<file path="src/logic/amci_pkg.sv">
// How it works
// - Error query replies two hex chars, CRLF, prompt.
// - Error query clears flags after capturing them.
// - Undecodable line sets flag bit 0.
// - Parameter_limit_flag parameter sets flag bit 2.
// - Receive overrun sets flag bit 3.
// - Initialize zeroes hardware, clears flags, prompts.
// - Null command only emits a ready prompt.
// - Write offset: two hex digits, 0 to 1F.
// - Write value: two hex digits, 0 to FF.
// - Register write touches only the shadow copy.
// - Update copies shadow, then strobes update location.
// - Version replies revision hex, CRLF, prompt.
// - Asterisk on success, question mark once on error.
// - Line-feed lines, blank-separated fields, controls ignored.
// - Offset 20 access strobes update, data irrelevant.
package amci_pkg;

	// ==========================================================
	// Hardware register map
	localparam int NUM_REGS = 32;
	localparam logic [5:0] UPDATE_OFS = 6'h20;
	localparam logic [7:0] MAX_REG_OFS = 8'h1F;
	localparam logic [5:0] LAST_HW_STEP = 6'h20;
	localparam logic [7:0] REG_RESET = 8'h00;

	// ==========================================================
	// Error flag fields
	localparam int ERR_SYNTAX_BIT = 0;
	localparam int ERR_LIMIT_BIT = 2;
	localparam int ERR_OVERRUN_BIT = 3;
	localparam logic [7:0] ERR_RESET = 8'h00;

	// ==========================================================
	// Characters and command letters
	localparam logic [7:0] CH_TAB = 8'h09;
	localparam logic [7:0] CH_LF = 8'h0A;
	localparam logic [7:0] CH_CR = 8'h0D;
	localparam logic [7:0] CH_SP = 8'h20;
	localparam logic [7:0] CH_DEL = 8'h7F;
	localparam logic [7:0] CH_READY = 8'h2A;
	localparam logic [7:0] CH_FAIL = 8'h3F;
	localparam logic [7:0] CMD_ERR = 8'h45;
	localparam logic [7:0] CMD_INIT = 8'h49;
	localparam logic [7:0] CMD_NULL = 8'h4E;
	localparam logic [7:0] CMD_REG = 8'h52;
	localparam logic [7:0] CMD_UPD = 8'h55;
	localparam logic [7:0] CMD_VER = 8'h56;
	localparam int TX_DEPTH = 5;
	localparam logic [2:0] TX_FULL_REPLY = 3'h5;
	localparam logic [2:0] TX_PROMPT_ONLY = 3'h1;

	// ==========================================================
	// Types
	typedef enum logic [2:0] {
		ST_IDLE = 3'b001,
		ST_HW = 3'b010,
		ST_TX = 3'b100
	} amci_state_t;

	typedef struct packed {
		logic [5:0] addr;
		logic [7:0] data;
	} amci_hw_acc_t;

	// Returns {valid, nibble} for an ASCII hex digit of either case.
	function automatic logic [4:0] hex_val(input logic [7:0] c);
		logic [4:0] r;
		r = 5'h00;
		if (c >= 8'h30 && c <= 8'h39) begin
			r = {1'b1, c[3:0]};
		end else if ((c >= 8'h41 && c <= 8'h46) ||
				(c >= 8'h61 && c <= 8'h66)) begin
			r = {1'b1, c[3:0] + 4'h9};
		end
		return r;
	endfunction

	// Uppercase ASCII for one nibble.
	function automatic logic [7:0] hex_chr(input logic [3:0] n);
		logic [7:0] r;
		r = (n < 4'hA) ? (8'h30 + {4'h0, n}) : (8'h37 + {4'h0, n});
		return r;
	endfunction

endpackage

</file>
<file path="src/logic/amci_interp.sv">
module amci_interp #(
	parameter logic [7:0] HW_REVISION = 8'h01 // Arbitrary value.
) (
	// Clock and reset
	input wire logic clk_in,
	input wire logic srst_in,
	// Received characters from the serial receiver
	input wire logic [7:0] rx_data_in,
	input wire logic rx_valid_in,
	// Characters to the serial transmitter
	output logic [7:0] tx_data_out,
	output logic tx_valid_out,
	input wire logic tx_ready_in,
	// Hardware register port
	output amci_pkg::amci_hw_acc_t hw_acc_out,
	output logic hw_stb_out
);

	// ==========================================================
	// State
	amci_pkg::amci_state_t state_q, state_d;
	logic [7:0] shadow_q [amci_pkg::NUM_REGS];
	logic [7:0] shadow_d [amci_pkg::NUM_REGS];
	logic [7:0] err_q, err_d;
	logic [1:0] fld_q, fld_d;
	logic in_fld_q, in_fld_d;
	logic [7:0] cmd_q, cmd_d;
	logic [7:0] fv_q [2];
	logic [7:0] fv_d [2];
	logic [1:0] fn_q [2];
	logic [1:0] fn_d [2];
	logic syn_q, syn_d;
	logic ovr_q, ovr_d;
	logic [5:0] cnt_q, cnt_d;
	logic zero_q, zero_d;
	amci_pkg::amci_hw_acc_t hw_q, hw_d;
	logic hw_stb_q, hw_stb_d;
	logic [7:0] txb_q [amci_pkg::TX_DEPTH];
	logic [7:0] txb_d [amci_pkg::TX_DEPTH];
	logic [2:0] txn_q, txn_d;
	logic lf_exec, e_syn, e_rng, cmd_ok;
	logic [7:0] uc;
	logic [4:0] hv;
	logic [7:0] ev;

	assign tx_data_out = txb_q[0];
	assign tx_valid_out = (state_q == amci_pkg::ST_TX);
	assign hw_acc_out = hw_q;
	assign hw_stb_out = hw_stb_q;

	// Decode of the line ending; letters are folded to upper case.
	always_comb begin
		uc = rx_data_in;
		if (rx_data_in >= 8'h61 && rx_data_in <= 8'h7A) begin
			uc = rx_data_in & 8'hDF;
		end
		hv = amci_pkg::hex_val(rx_data_in);
		lf_exec = (state_q == amci_pkg::ST_IDLE) && rx_valid_in &&
			(rx_data_in == amci_pkg::CH_LF);
		e_syn = syn_q;
		e_rng = 1'b0;
		if (fld_q == 2'd0) begin
			e_syn = 1'b1;
		end else begin
			unique case (cmd_q)
				amci_pkg::CMD_REG: begin
					if (fld_q != 2'd3 || fn_q[0] == 2'd1 ||
							fn_q[1] == 2'd1) begin
						e_syn = 1'b1;
					end
					if (fn_q[0] == 2'd3 || fn_q[1] == 2'd3 ||
							fv_q[0] > amci_pkg::MAX_REG_OFS) begin
						e_rng = 1'b1;
					end
				end
				amci_pkg::CMD_ERR, amci_pkg::CMD_INIT, amci_pkg::CMD_NULL,
				amci_pkg::CMD_UPD, amci_pkg::CMD_VER: begin
					if (fld_q != 2'd1) begin
						e_syn = 1'b1;
					end
				end
				default: e_syn = 1'b1;
			endcase
		end
		cmd_ok = !e_syn && !e_rng && !ovr_q;
		ev = (cmd_q == amci_pkg::CMD_VER) ? HW_REVISION : err_q;
	end

	// Next-state logic: parser, execution, hardware copy, reply shifter.
	always_comb begin
		state_d = state_q;
		shadow_d = shadow_q;
		err_d = err_q;
		fld_d = fld_q;
		in_fld_d = in_fld_q;
		cmd_d = cmd_q;
		fv_d = fv_q;
		fn_d = fn_q;
		syn_d = syn_q;
		ovr_d = ovr_q;
		cnt_d = cnt_q;
		zero_d = zero_q;
		hw_d = hw_q;
		hw_stb_d = 1'b0;
		txb_d = txb_q;
		txn_d = txn_q;
		// Bytes arriving while busy have nowhere to go.
		if (rx_valid_in && state_q != amci_pkg::ST_IDLE) begin
			err_d[amci_pkg::ERR_OVERRUN_BIT] = 1'b1;
			ovr_d = 1'b1;
		end
		unique case (state_q)
			amci_pkg::ST_IDLE: begin
				if (lf_exec) begin
					fld_d = 2'd0;
					in_fld_d = 1'b0;
					fv_d = '{8'h00, 8'h00}; // Stale fields must not leak.
					fn_d = '{2'd0, 2'd0};
					syn_d = 1'b0;
					ovr_d = 1'b0;
					txb_d[0] = amci_pkg::CH_READY;
					txn_d = amci_pkg::TX_PROMPT_ONLY;
					state_d = amci_pkg::ST_TX;
					if (!cmd_ok) begin
						txb_d[0] = amci_pkg::CH_FAIL;
						if (e_syn) begin
							err_d[amci_pkg::ERR_SYNTAX_BIT] = 1'b1;
						end
						if (e_rng) begin
							err_d[amci_pkg::ERR_LIMIT_BIT] = 1'b1;
						end
					end else begin
						unique case (cmd_q)
							amci_pkg::CMD_ERR, amci_pkg::CMD_VER: begin
								txb_d[0] = amci_pkg::hex_chr(ev[7:4]);
								txb_d[1] = amci_pkg::hex_chr(ev[3:0]);
								txb_d[2] = amci_pkg::CH_CR;
								txb_d[3] = amci_pkg::CH_LF;
								txb_d[4] = amci_pkg::CH_READY;
								txn_d = amci_pkg::TX_FULL_REPLY;
								if (cmd_q == amci_pkg::CMD_ERR) begin
									err_d = amci_pkg::ERR_RESET;
								end
							end
							amci_pkg::CMD_INIT: begin
								for (int i = 0; i < amci_pkg::NUM_REGS; i++) begin
									shadow_d[i] = amci_pkg::REG_RESET;
								end
								err_d = amci_pkg::ERR_RESET;
								zero_d = 1'b1;
								cnt_d = 6'h00;
								state_d = amci_pkg::ST_HW;
							end
							amci_pkg::CMD_UPD: begin
								zero_d = 1'b0;
								cnt_d = 6'h00;
								state_d = amci_pkg::ST_HW;
							end
							amci_pkg::CMD_REG: begin
								shadow_d[fv_q[0][4:0]] = fv_q[1];
							end
							default: begin
							end
						endcase
					end
				end else if (rx_valid_in) begin
					if (rx_data_in == amci_pkg::CH_SP ||
							rx_data_in == amci_pkg::CH_TAB) begin
						in_fld_d = 1'b0;
					end else if (rx_data_in >= amci_pkg::CH_SP &&
							rx_data_in != amci_pkg::CH_DEL) begin
						if (!in_fld_q) begin
							in_fld_d = 1'b1;
							if (fld_q == 2'd3) begin
								syn_d = 1'b1;
							end else begin
								fld_d = fld_q + 2'd1;
							end
							if (fld_q == 2'd0) begin
								cmd_d = uc;
							end else if (fld_q != 2'd3) begin
								fv_d[fld_q[1]] = {4'h0, hv[3:0]};
								fn_d[fld_q[1]] = 2'd1;
								syn_d = syn_q | !hv[4];
							end
						end else if (fld_q == 2'd1) begin
							syn_d = 1'b1;
						end else if (fld_q != 2'd0 && !syn_q) begin
							// Field 2 fills slot 0, field 3 slot 1; counts stop at 3.
							fv_d[fld_q[0]] = {fv_q[fld_q[0]][3:0], hv[3:0]};
							if (fn_q[fld_q[0]] != 2'd3) begin
								fn_d[fld_q[0]] = fn_q[fld_q[0]] + 2'd1;
							end
							syn_d = !hv[4];
						end
					end
				end
			end
			amci_pkg::ST_HW: begin
				// One hardware access per clock: the fastest possible copy.
				hw_stb_d = 1'b1;
				hw_d.addr = cnt_q;
				hw_d.data = zero_q ? amci_pkg::REG_RESET :
					shadow_q[cnt_q[4:0]];
				cnt_d = cnt_q + 6'h01;
				if (cnt_q == amci_pkg::LAST_HW_STEP) begin
					hw_d.addr = amci_pkg::UPDATE_OFS;
					hw_d.data = amci_pkg::REG_RESET;
					txb_d[0] = amci_pkg::CH_READY;
					txn_d = amci_pkg::TX_PROMPT_ONLY;
					state_d = amci_pkg::ST_TX;
				end
			end
			amci_pkg::ST_TX: begin
				if (tx_ready_in) begin
					for (int i = 0; i < amci_pkg::TX_DEPTH - 1; i++) begin
						txb_d[i] = txb_q[i + 1];
					end
					txn_d = txn_q - 3'h1;
					if (txn_q == 3'h1) begin
						state_d = amci_pkg::ST_IDLE;
					end
				end
			end
			default: state_d = amci_pkg::ST_IDLE;
		endcase
	end

	// Registers; reset runs the power-on sequence of zeroes and update.
	always_ff @(posedge clk_in) begin
		if (srst_in) begin
			state_q <= amci_pkg::ST_HW;
			for (int i = 0; i < amci_pkg::NUM_REGS; i++) begin
				shadow_q[i] <= amci_pkg::REG_RESET;
			end
			err_q <= amci_pkg::ERR_RESET;
			fld_q <= 2'd0;
			in_fld_q <= 1'b0;
			cmd_q <= 8'h00;
			fv_q <= '{8'h00, 8'h00};
			fn_q <= '{2'd0, 2'd0};
			syn_q <= 1'b0;
			ovr_q <= 1'b0;
			cnt_q <= 6'h00;
			zero_q <= 1'b1;
			hw_q <= '0;
			hw_stb_q <= 1'b0;
			for (int i = 0; i < amci_pkg::TX_DEPTH; i++) begin
				txb_q[i] <= 8'h00;
			end
			txn_q <= 3'h0;
		end else begin
			state_q <= state_d;
			shadow_q <= shadow_d;
			err_q <= err_d;
			fld_q <= fld_d;
			in_fld_q <= in_fld_d;
			cmd_q <= cmd_d;
			fv_q <= fv_d;
			fn_q <= fn_d;
			syn_q <= syn_d;
			ovr_q <= ovr_d;
			cnt_q <= cnt_d;
			zero_q <= zero_d;
			hw_q <= hw_d;
			hw_stb_q <= hw_stb_d;
			txb_q <= txb_d;
			txn_q <= txn_d;
		end
	end
endmodule // amci_interp

</file>
<file path="config.mk">
export PLATFORM = sky130hd
export DESIGN_NAME = amci_interp
export DESIGN_NICKNAME = d
export VERILOG_FILES = /design/src/logic/amci_pkg.sv /design/src/logic/amci_interp.sv
export SDC_FILE = /design/constraint.sdc
export NUM_CORES = 1
export LEC_CHECK = 0
export BUFFER_PORTS_ARGS = -buffer_cell sky130_fd_sc_hd__buf_2
export CAP_MARGIN = 25
export CORE_UTILIZATION = 55
export DETAILED_ROUTE_END_ITERATION = 7
export PLACE_DENSITY_LB_ADDON = 0.2
export SYNTH_ARGS = -nofsm -noshare
export SYNTH_HDL_FRONTEND = slang
export SYNTH_SLANG_ARGS = --single-unit
</file>
<file path="constraint.sdc">
create_clock -name clk_in -period 9.3 [get_ports clk_in]
set_input_delay 0 -clock clk_in [delete_from_list [all_inputs] [get_ports clk_in]]
set_output_delay 0 -clock clk_in [all_outputs]
set_load 0.02 [all_outputs]
</file>
# After elaboration in Yosys (flattened, before gate mapping)
# Cells that the tools add are included.
dict set report word_totals {
  register_bits 358
  latch_bits 0
  ramBits 0
  mem_bits_ro 0
  input_bits 12
  word_cells 315
  memories 0
}
dict set report op_classes {
  addsub 9
  n_mul 0
  n_div 0
  order_cmp 18
  eq_ne 43
  n_shift 0
  mux 119
  n_bitwise 11
  n_reduce_logical 58
}
# op n
set ops {}
lappend ops {{$pmux 256 s2} 1}
lappend ops {{$bwmux 256} 1}
lappend ops {{$mux 16} 9}
lappend ops {{$mux 8} 10}
lappend ops {{$mux 32} 2}
lappend ops {{$mux 4} 15}
lappend ops {{$eq 8x7->1 const B} 6}
lappend ops {{$pmux 24 s2} 1}
lappend ops {{$bmux 8 s5} 1}
lappend ops {{$demux 8 s5} 1}
lappend ops {{$mux 40} 1}
lappend ops {{$mux 39} 1}
lappend ops {{$mux 3} 11}
lappend ops {{$bwmux 16} 2}
lappend ops {{$mux 1} 31}
lappend ops {{$add 6x4->7 const A} 4}
lappend ops {{$reduce_and 5->1} 5}
lappend ops {{$le 8x7->1 const B} 3}
lappend ops {{$mux 6} 4}
lappend ops {{$pmux 8 s3} 1}
lappend ops {{$reduce_and 4->1} 6}
lappend ops {{$mux 2} 11}
lappend ops {{$reduce_bool 2->1} 10}
lappend ops {{$ne 2x2->1 const B} 9}
lappend ops {{55 further kinds} 112}

# Logic depth before layout (Yosys ltp)
# Gate-level depths: netlist of run 1.
dict set report depth {
  word_depth 14
  mapped_depth 10
  depth_no_buf 8
}

# Least setup slack after synthesis of run 1
# Ideal clock, no wire load.
dict set report synth_timing {
  path_type {register to register}
  startpoint {reg fld_q[0]}
  endpoint {reg shadow_q[192] (netlist name)}
  setup_ns 0.071
  arrival_ns 2.895
  required_time_ns 9.229
  path_slack_ns 6.334
  stages_incl_launch_ff 11
  path_buffers 3
  synth_period_minus_slack_ns 2.966
  path_cell_list {dfxtp_1 clkbuf_1 inv_1 ha_1 or3_4 or3_1 buf_2 a2111oi_4 nand2_2 buf_6 o2bb2ai_1}
}
dict set report synth_between {
  elab_chain_len 10
}
# item line_no
set synth_lines {}
lappend synth_lines {{start, declared} amci_interp.sv:25} ;# logic [1:0] fld_q, fld_d;
lappend synth_lines {{start signal, assigned} amci_interp.sv:256} ;# fld_q <= fld_d;
lappend synth_lines {{$ne 2x2->1} amci_interp.sv:67} ;# if (fld_q != 2'd3 || fn_q[0] == 2'd1 ||
lappend synth_lines {{$logic_or 1x1->1 (2 in series)} amci_interp.sv:67}
lappend synth_lines {{$mux 1} amci_interp.sv:67}
lappend synth_lines {{$pmux 1 s2} amci_interp.sv:65} ;# unique case (cmd_q)
lappend synth_lines {{$mux 1} amci_interp.sv:62} ;# if (fld_q == 2'd0) begin
lappend synth_lines {{$logic_not 1->1} amci_interp.sv:85} ;# cmd_ok = !e_syn && !e_rng && !ovr_q;
lappend synth_lines {{$logic_and 1x1->1 * (2 in series)} amci_interp.sv:85}
lappend synth_lines {{$reduce_and 4->1 (no source line) *} --}
lappend synth_lines {{end signal, assigned by index} amci_interp.sv:234} ;# shadow_q[i] <= amci_pkg::REG_RESET;
lappend synth_lines {{end signal, assigned} amci_interp.sv:254} ;# shadow_q <= shadow_d;
lappend synth_lines {{end, declared} amci_interp.sv:22} ;# logic [7:0] shadow_q [amci_pkg::NUM_REGS];
# Mark *: on every way between the ends. The rest lies on a longest branch, timed or not.
# A chain may end at the register's enable or synchronous reset.

# Final worst setup path of run 1
dict set report layout_timing {
  startpoint {reg fld_q[0]}
  endpoint {reg shadow_q[86] (netlist name)}
}
# The elaborated chain is that of the path after synthesis.

==> results.toml, run 1 <==
[critical_path]
end_kind = "flop"
worstSetupPathDepth = 7
crit_path_max_incr_delay_ps = 730
critPathLaunch = "fld_q[0]$_SDFFE_PP0P_"
path_cells = "inv_1 > ha_1 > or3_4 > or3_1 > a2111oi_4 > nand2_2 > o2bb2ai_1"
crit_arrival_ps = 4110
critPathKind = "reg -> reg"
r2r_cells = 7
required_ps = 9710
critPathTopFamily = "simple AND/OR/NAND/NOR gates"
rr_startpoint = "fld_q[0]$_SDFFE_PP0P_"
reg2reg_slack_ps = 5590
critical_path.max_fanout = 32
crit_slowest_cell = "a2111oi_4"
crit_buf_inv = 1
endpoint = "shadow_q[86]$_SDFFE_PP0P_"
critPathLaunchType = "flop"
rr_endpoint = "shadow_q[86]$_SDFFE_PP0P_"

[detailed_routing]
viasPerCell = 6.55
first_pass_iters = 7
drt_iter0_markers = 1038
drc_errors = 13
drtAntennaViolNets = 0
num_vias = 11229
drt-total-wl_um = 38000
wl_per_cell_um = 22.2

[timing]
fin_worst_skew_ps = 34.7
period_needed_ps = 3710
slew_headroom_pct = 32.4
fin_ws_ps = 5590
finalHoldViolCount = 0
setup_viol = 0
holdWs_ps = 58.3
slew_viol_final = 0
max_freq_mhz = 270
fin_crit_sh_pct = 39.8
rsz0062_at_grt = "false"
finalSetupTns_ps = 0
tightest_slew_ps = 988

[floorplanning]
core_area_sq_mm = 0.0262
start_util_pct = 56.4
top_level_ports = 36
die_x_um = 166
fp-row-count = 59
fp.dieH_um = 166
dieArea_sq_mm = 0.0275

[pwr]
p_int_mw = 2.59
netSwitchingFraction_pct = 26.8
ir_drop_uv = 130
clkPwrFrac_pct = 42.0
power_density_mw_per_mm2 = 218
power.leakage_nw = 5.14
pwr-share-seq_pct = 44.8
power.switching_uw = 949
comb_power_share_pct = 13.1

[synthesis]
synth_most_common_cell = "dfxtp_1"
syn-cell-area_sq_mm = 0.0148
ys_seq_elements = 341
synth_top_area_share_pct = 46.2
synth.distinct_cells = 79
synth_edf_count = 0
synth_nets = 1378
synth_common_cells = "dfxtp_1, o2bb2ai_1, nand2_1, nor2_1, mux4_2"
yosys-top-cells-area = "dfxtp_1, o2bb2ai_1, mux4_2, nand2_1, buf_6"
ys_seq_area_share_pct = 46.2
synth.avg_cell_area_sq_um = 10.9
synthFlopType = "dfxtp_1"
yosysWarnings = 0
synthesis.instances = 1353
synth_top_cell_by_area = "dfxtp_1"
synthArstFlopShare_pct = 0

[cts]
cts_sinks = 341
clockBufferDepth = 3
cts-htree-levels = 2
cts_resized = 0
root_buffer = "clkbuf_16"
worstSkewPairLatency_ps = 530
cts.reportedPaths.clkPinSlew_ps = 60
cts_tree = "yes"
numCtsBuffers = 36

[global_route]
grt_use_total_pct = 27.7
grt_max_degree = 63
grt_antenna_before_repair = 1
grt_remaining_overflow = 0
grt_pass1_vias = 11083
grt_pass1_wl_um = 61100

[placement]
numPortBuffers = 34
dp_cells = 1638
postPlaceCellArea_sq_mm = 0.0148
place_congestion = 0.851
pre_cts_ws_ps = 5600
hpwl_um = 24400

[finish]
post-route-cell-area_sq_mm = 0.0162
drive_above_1_share_pct = 16.8
area_growth_pct = 9.64
layout.cells.non_filler = 1714
regArea_sq_mm = 0.00683
nFillCells = 2126
multi_input_area_sq_mm = 0.00729
num_antenna_cells = 0
nets = 1377

[min_path]
hp-class = "in -> reg"

[status]
outcome = "finished, violations left"
violations = "DRC"

[flow_run]
maxCapViolations = 0
[power groups by stage]
stage	Clock, mW	Sequential, mW	Combinational (mW)
5_1_grt	1.57	1.60	0.509
4_1_cts	1.50	1.58	0.465
2_1_floorplan	0	1.55	0.409
3_5_place_dp	0	1.62	0.458
3_3_place_gp	0	1.62	0.455
6_report	1.49	1.58	0.465
[cells by family (layout without fill, tap and decap cells)]
logic type	count (synthesis)	count (layout)	share of synthesized area, %
compound gates	465	465	24.6
flops	341	341	46.2
simple gates	321	321	10.9
buf+inv	111	137	4.58
mux	92	92	12.1
fa+ha+maj	13	13	1.10
xor+xnor	8	8	0.474
other cells	2	2	0.0508
[through the flow]
| stage | utilization, % | power, mW |
|---|---|---|
| after floorplan | - | 1.96 |
| after global placement | 56.6 | 2.07 |
| after detailed placement | 56.7 | 2.08 |
| after CTS | 61.8 | 3.55 |
| after global routing | 61.8 | 3.68 |
| final | 61.8 | 3.54 |
[timing repair]
action,4_1_cts,5_1_grt
hold endpoints to repair,17,0
hold buffers,11,0
buffers inserted,0,0
[metal layers]
layer / GRT usage [%] / vias to the layer above / routed length (um)
met4: 9.35 / 0 / 964
met3: 5.58 / 76 / 2440
met1: 38.7 / 5564 / 17600
met2: 43.1 / 353 / 17000
li1: - / 5236 / -
met5: 0 / - / 0
[layout make-up]
type,instances,share of cell area (%)
multi-input cells,901,45.0
flip-flops and latches,341,42.2
repair buffers,54,2.15
clock buffers,52,6.56
clock inverters,13,1.12
inverters,18,0.417
well taps,335,2.59
[cells in the final DEF, fill, tap and decap left out, drive strengths merged, types with 5 or more instances in the layout]
master / n
o2bb2ai: 257
nand4: 12
a211oi: 21
nand3: 27
nor2b: 5
nor3: 18
buf: 43
o22ai: 5
and2: 5
a2111oi: 5
o21a: 7
and3: 5
a22oi: 8
mux2i: 16
a21oi: 78
mux4: 69
or3: 5
nand3b: 6
dfxtp: 341
dlygate4sd3: 11
nor3b: 9
xor2: 5
or2: 6
mux2: 7
clkbuf: 52
nor2: 76
o21ai: 50
ha: 13
nand2: 111
a31oi: 6
clkinv: 7
nand2b: 15
inv: 18
[flip-flops by register name, summed over array words and instances (netlist names), 4 cells and up]
signal,cells
shadow_q,256
txb_q,14
fn_q,4
hw_acc_out,14
tx_data_out,7
fv_q,16
cmd_q,8
cnt_q,6
[how the worst min path moves through the flow]
stage	slack [ps]	startpoint	cells after the start	end
after floorplan	140	rx_valid_in	2	err_q[3]$_SDFF_PP0_
after CTS	50	srst_in	2	hw_acc_out[2]$_SDFFE_PP0P_
after global routing	80	srst_in	2	hw_acc_out[2]$_SDFFE_PP0P_
after detailed placement	290	rx_valid_in	3	err_q[3]$_SDFF_PP0_
final	60	srst_in	2	hw_acc_out[2]$_SDFFE_PP0P_
after global placement	280	rx_valid_in	3	err_q[3]$_SDFF_PP0_
(Power assumes the default switching activity.)
==> inputs of run 2 (changes only) <==
ABC_AREA = 1   (was unset)
clock period = 3.17 ns   (was 9.3 ns; I/O delays follow)
==> results.toml, run 2 <==
[detailed_routing]
drtAntennaViolNets = 0
drt-total-wl_um = 50600
num_vias = 16366
drt_iter0_markers = 2409
viasPerCell = 6.11
drc_errors = 0
wl_per_cell_um = 18.9
first_pass_iters = 8

[floorplanning]
dieArea_sq_mm = 0.0306
core_area_sq_mm = 0.0291
start_util_pct = 56.5
fp.dieH_um = 175
die_x_um = 175
fp-row-count = 62
top_level_ports = 36

[status]
outcome = "finished clean"

[synthesis]
synth.avg_cell_area_sq_um = 7.16
syn-cell-area_sq_mm = 0.0164
synth.distinct_cells = 44
synth_edf_count = 0
synth_nets = 2322
synth_common_cells = "nand2_1, nand3_1, dfxtp_1, a21oi_1, nor2_1"
synth_top_area_share_pct = 41.5
ys_seq_area_share_pct = 41.5
yosysWarnings = 0
synthArstFlopShare_pct = 0
synthesis.instances = 2297
ys_seq_elements = 341
yosys-top-cells-area = "dfxtp_1, nand2_1, nand3_1, a21oi_1, nor2_1"
synth_most_common_cell = "nand2_1"
synth_top_cell_by_area = "dfxtp_1"
synthFlopType = "dfxtp_1"

[critical_path]
r2r_cells = 12
reg2reg_slack_ps = 520
crit_arrival_ps = 3080
rr_endpoint = "shadow_q[247]$_SDFFE_PP0P_"
critical_path.max_fanout = 103
critPathLaunchType = "flop"
end_kind = "flop"
critPathKind = "reg -> reg"
required_ps = 3610
rr_startpoint = "fld_q[0]$_SDFFE_PP0P_"

[cts]
cts.reportedPaths.clkPinSlew_ps = 60
worstSkewPairLatency_ps = 530
cts-htree-levels = 2
numCtsBuffers = 38
cts_hold_buf = 13
cts_setup_buffers = 0
root_buffer = "clkbuf_16"
cts_sinks = 341
cts_tree = "yes"
cts_resized = 0
clockBufferDepth = 3

[min_path]
hp-class = "in -> reg"
worstHoldStart = "rx_valid_in"
whs_endpoint = "err_q[3]$_SDFF_PP0_"
whs_path_depth = 4

[finish]
post-route-cell-area_sq_mm = 0.0182
top_register = "shadow_q"
largest_reg_flops = 256
num_antenna_cells = 0
drive_above_1_share_pct = 9.03
layout_common_cells = "nand2_1, nand3_1, dfxtp_1"
area_growth_pct = 10.6
nets = 2288
largestRegisters = "shadow_q (256), fv_q (16)"
nFillCells = 2657
layout.cells.most_common = "nand2_1"

[placement]
postPlaceCellArea_sq_mm = 0.0167
numPortBuffers = 34
hpwl_um = 30700
place_congestion = 0.892

[timing]
fin_worst_skew_ps = 13.8
finalHoldViolCount = 0
slew_viol_final = 0
max_freq_mhz = 378
setup_viol = 0
tightest_slew_ps = 1060
finalSetupTns_ps = 0
slew_headroom_pct = 29.4
period_needed_ps = 2650
fin_crit_sh_pct = 83.5
rsz0062_at_grt = "false"

[flow_run]
maxCapViolations = 0

[pwr]
comb_power_share_pct = 22.0
netSwitchingFraction_pct = 32.1
ir_drop_uv = 480
p_int_mw = 7.92
pwr-share-seq_pct = 38.2
clkPwrFrac_pct = 39.8
power.leakage_nw = 5.91
power_density_mw_per_mm2 = 642
power.switching_mw = 3.75

[global_route]
grt_max_degree = 211
grt_pass1_vias = 15000
grt_pass1_wl_um = 80700
grt_use_total_pct = 32.5
grt_remaining_overflow = 0
grt_antenna_before_repair = 1
[run 2: worst max path at each step]
stage / from / slack [ps] / depth (start not counted) / to
2_1_floorplan: cnt_q[0]$_SDFFE_PP0P_ / 710 / 14 / hw_acc_out[6]$_SDFFE_PP0P_
3_3_place_gp: fld_q[0]$_SDFFE_PP0P_ / 700 / 10 / shadow_q[248]$_SDFFE_PP0P_
3_5_place_dp: fld_q[0]$_SDFFE_PP0P_ / 630 / 12 / shadow_q[85]$_SDFFE_PP0P_
4_1_cts: fld_q[0]$_SDFFE_PP0P_ / 600 / 12 / shadow_q[223]$_SDFFE_PP0P_
5_1_grt: fld_q[0]$_SDFFE_PP0P_ / 330 / 12 / shadow_q[215]$_SDFFE_PP0P_
6_report: fld_q[0]$_SDFFE_PP0P_ / 520 / 12 / shadow_q[247]$_SDFFE_PP0P_
[run 2: worst max-delay path: stages (launching register included)]
cell	delay, ps
dfxtp_1	470
ha_1	260
o21ai_0	90
a21oi_1	160
nand2_1	70
nand3_1	90
nand2_1	60
nor2_2	180
nand2_4	160
nor2_8	230
buf_12	360
nand3_1	140
a21oi_1	180
[run 2: layout make-up]
class	count	area [sq um]	share of cell area [%]
Clock buffer	62	1210	6.63
Multi-Input combinational cell	1698	8430	46.4
Tap cell	384	480	2.64
Sequential cell	341	6830	37.6
Timing Repair Buffer	90	757	4.16
Inverter	94	357	1.96
Clock inverter	8	119	0.654
[run 2: power groups by stage]
stage	Sequential (mW)	Combinational [mW]	Clock (mW)
floorplan	4.57	1.63	0
global placement	4.55	2.48	0
detailed placement	4.55	2.48	0
CTS	4.46	2.50	4.69
global route	4.47	2.75	4.85
finish	4.46	2.56	4.65
[run 2: stage by stage]
step | worst slack, ps | hold slack [ps] | power, mW | instances | utilization, %
2_1_floorplan | 708 | 157 | 6.19 | 2297 | -
3_3_place_gp | 702 | 292 | 7.03 | 2594 | 57.5
3_5_place_dp | 632 | 297 | 7.03 | 2594 | 57.5
4_1_cts | 598 | 294 | 11.6 | 2677 | 62.5
5_1_grt | 329 | 351 | 12.1 | 2677 | 62.5
6_report | 524 | 306 | 11.7 | 2677 | 62.5
[run 2: cell families after synthesis]
logic type / synth area share (%)
AOI/OAI and AO/OA: 20.0
xor gates and xnor gates: 0.0533
adders and majority gates: 0.989
buffers and inverters: 7.58
DFF: 41.5
other: 0.0457
and+or+nand+nor: 29.9
[run 2: routing by layer]
metal / track usage [%] / vias to the layer above / part of all wire (%) / wire length [um]
met2: 49.3 / 829 / 44 / 22400
met1: 45.1 / 7648 / 42 / 21500
li1: - / 7738 / - / -
met3: 6.16 / 151 / 9.5 / 4820
met4: 13.8 / 0 / 3.7 / 1880
met5: 0 / - / 0 / 0
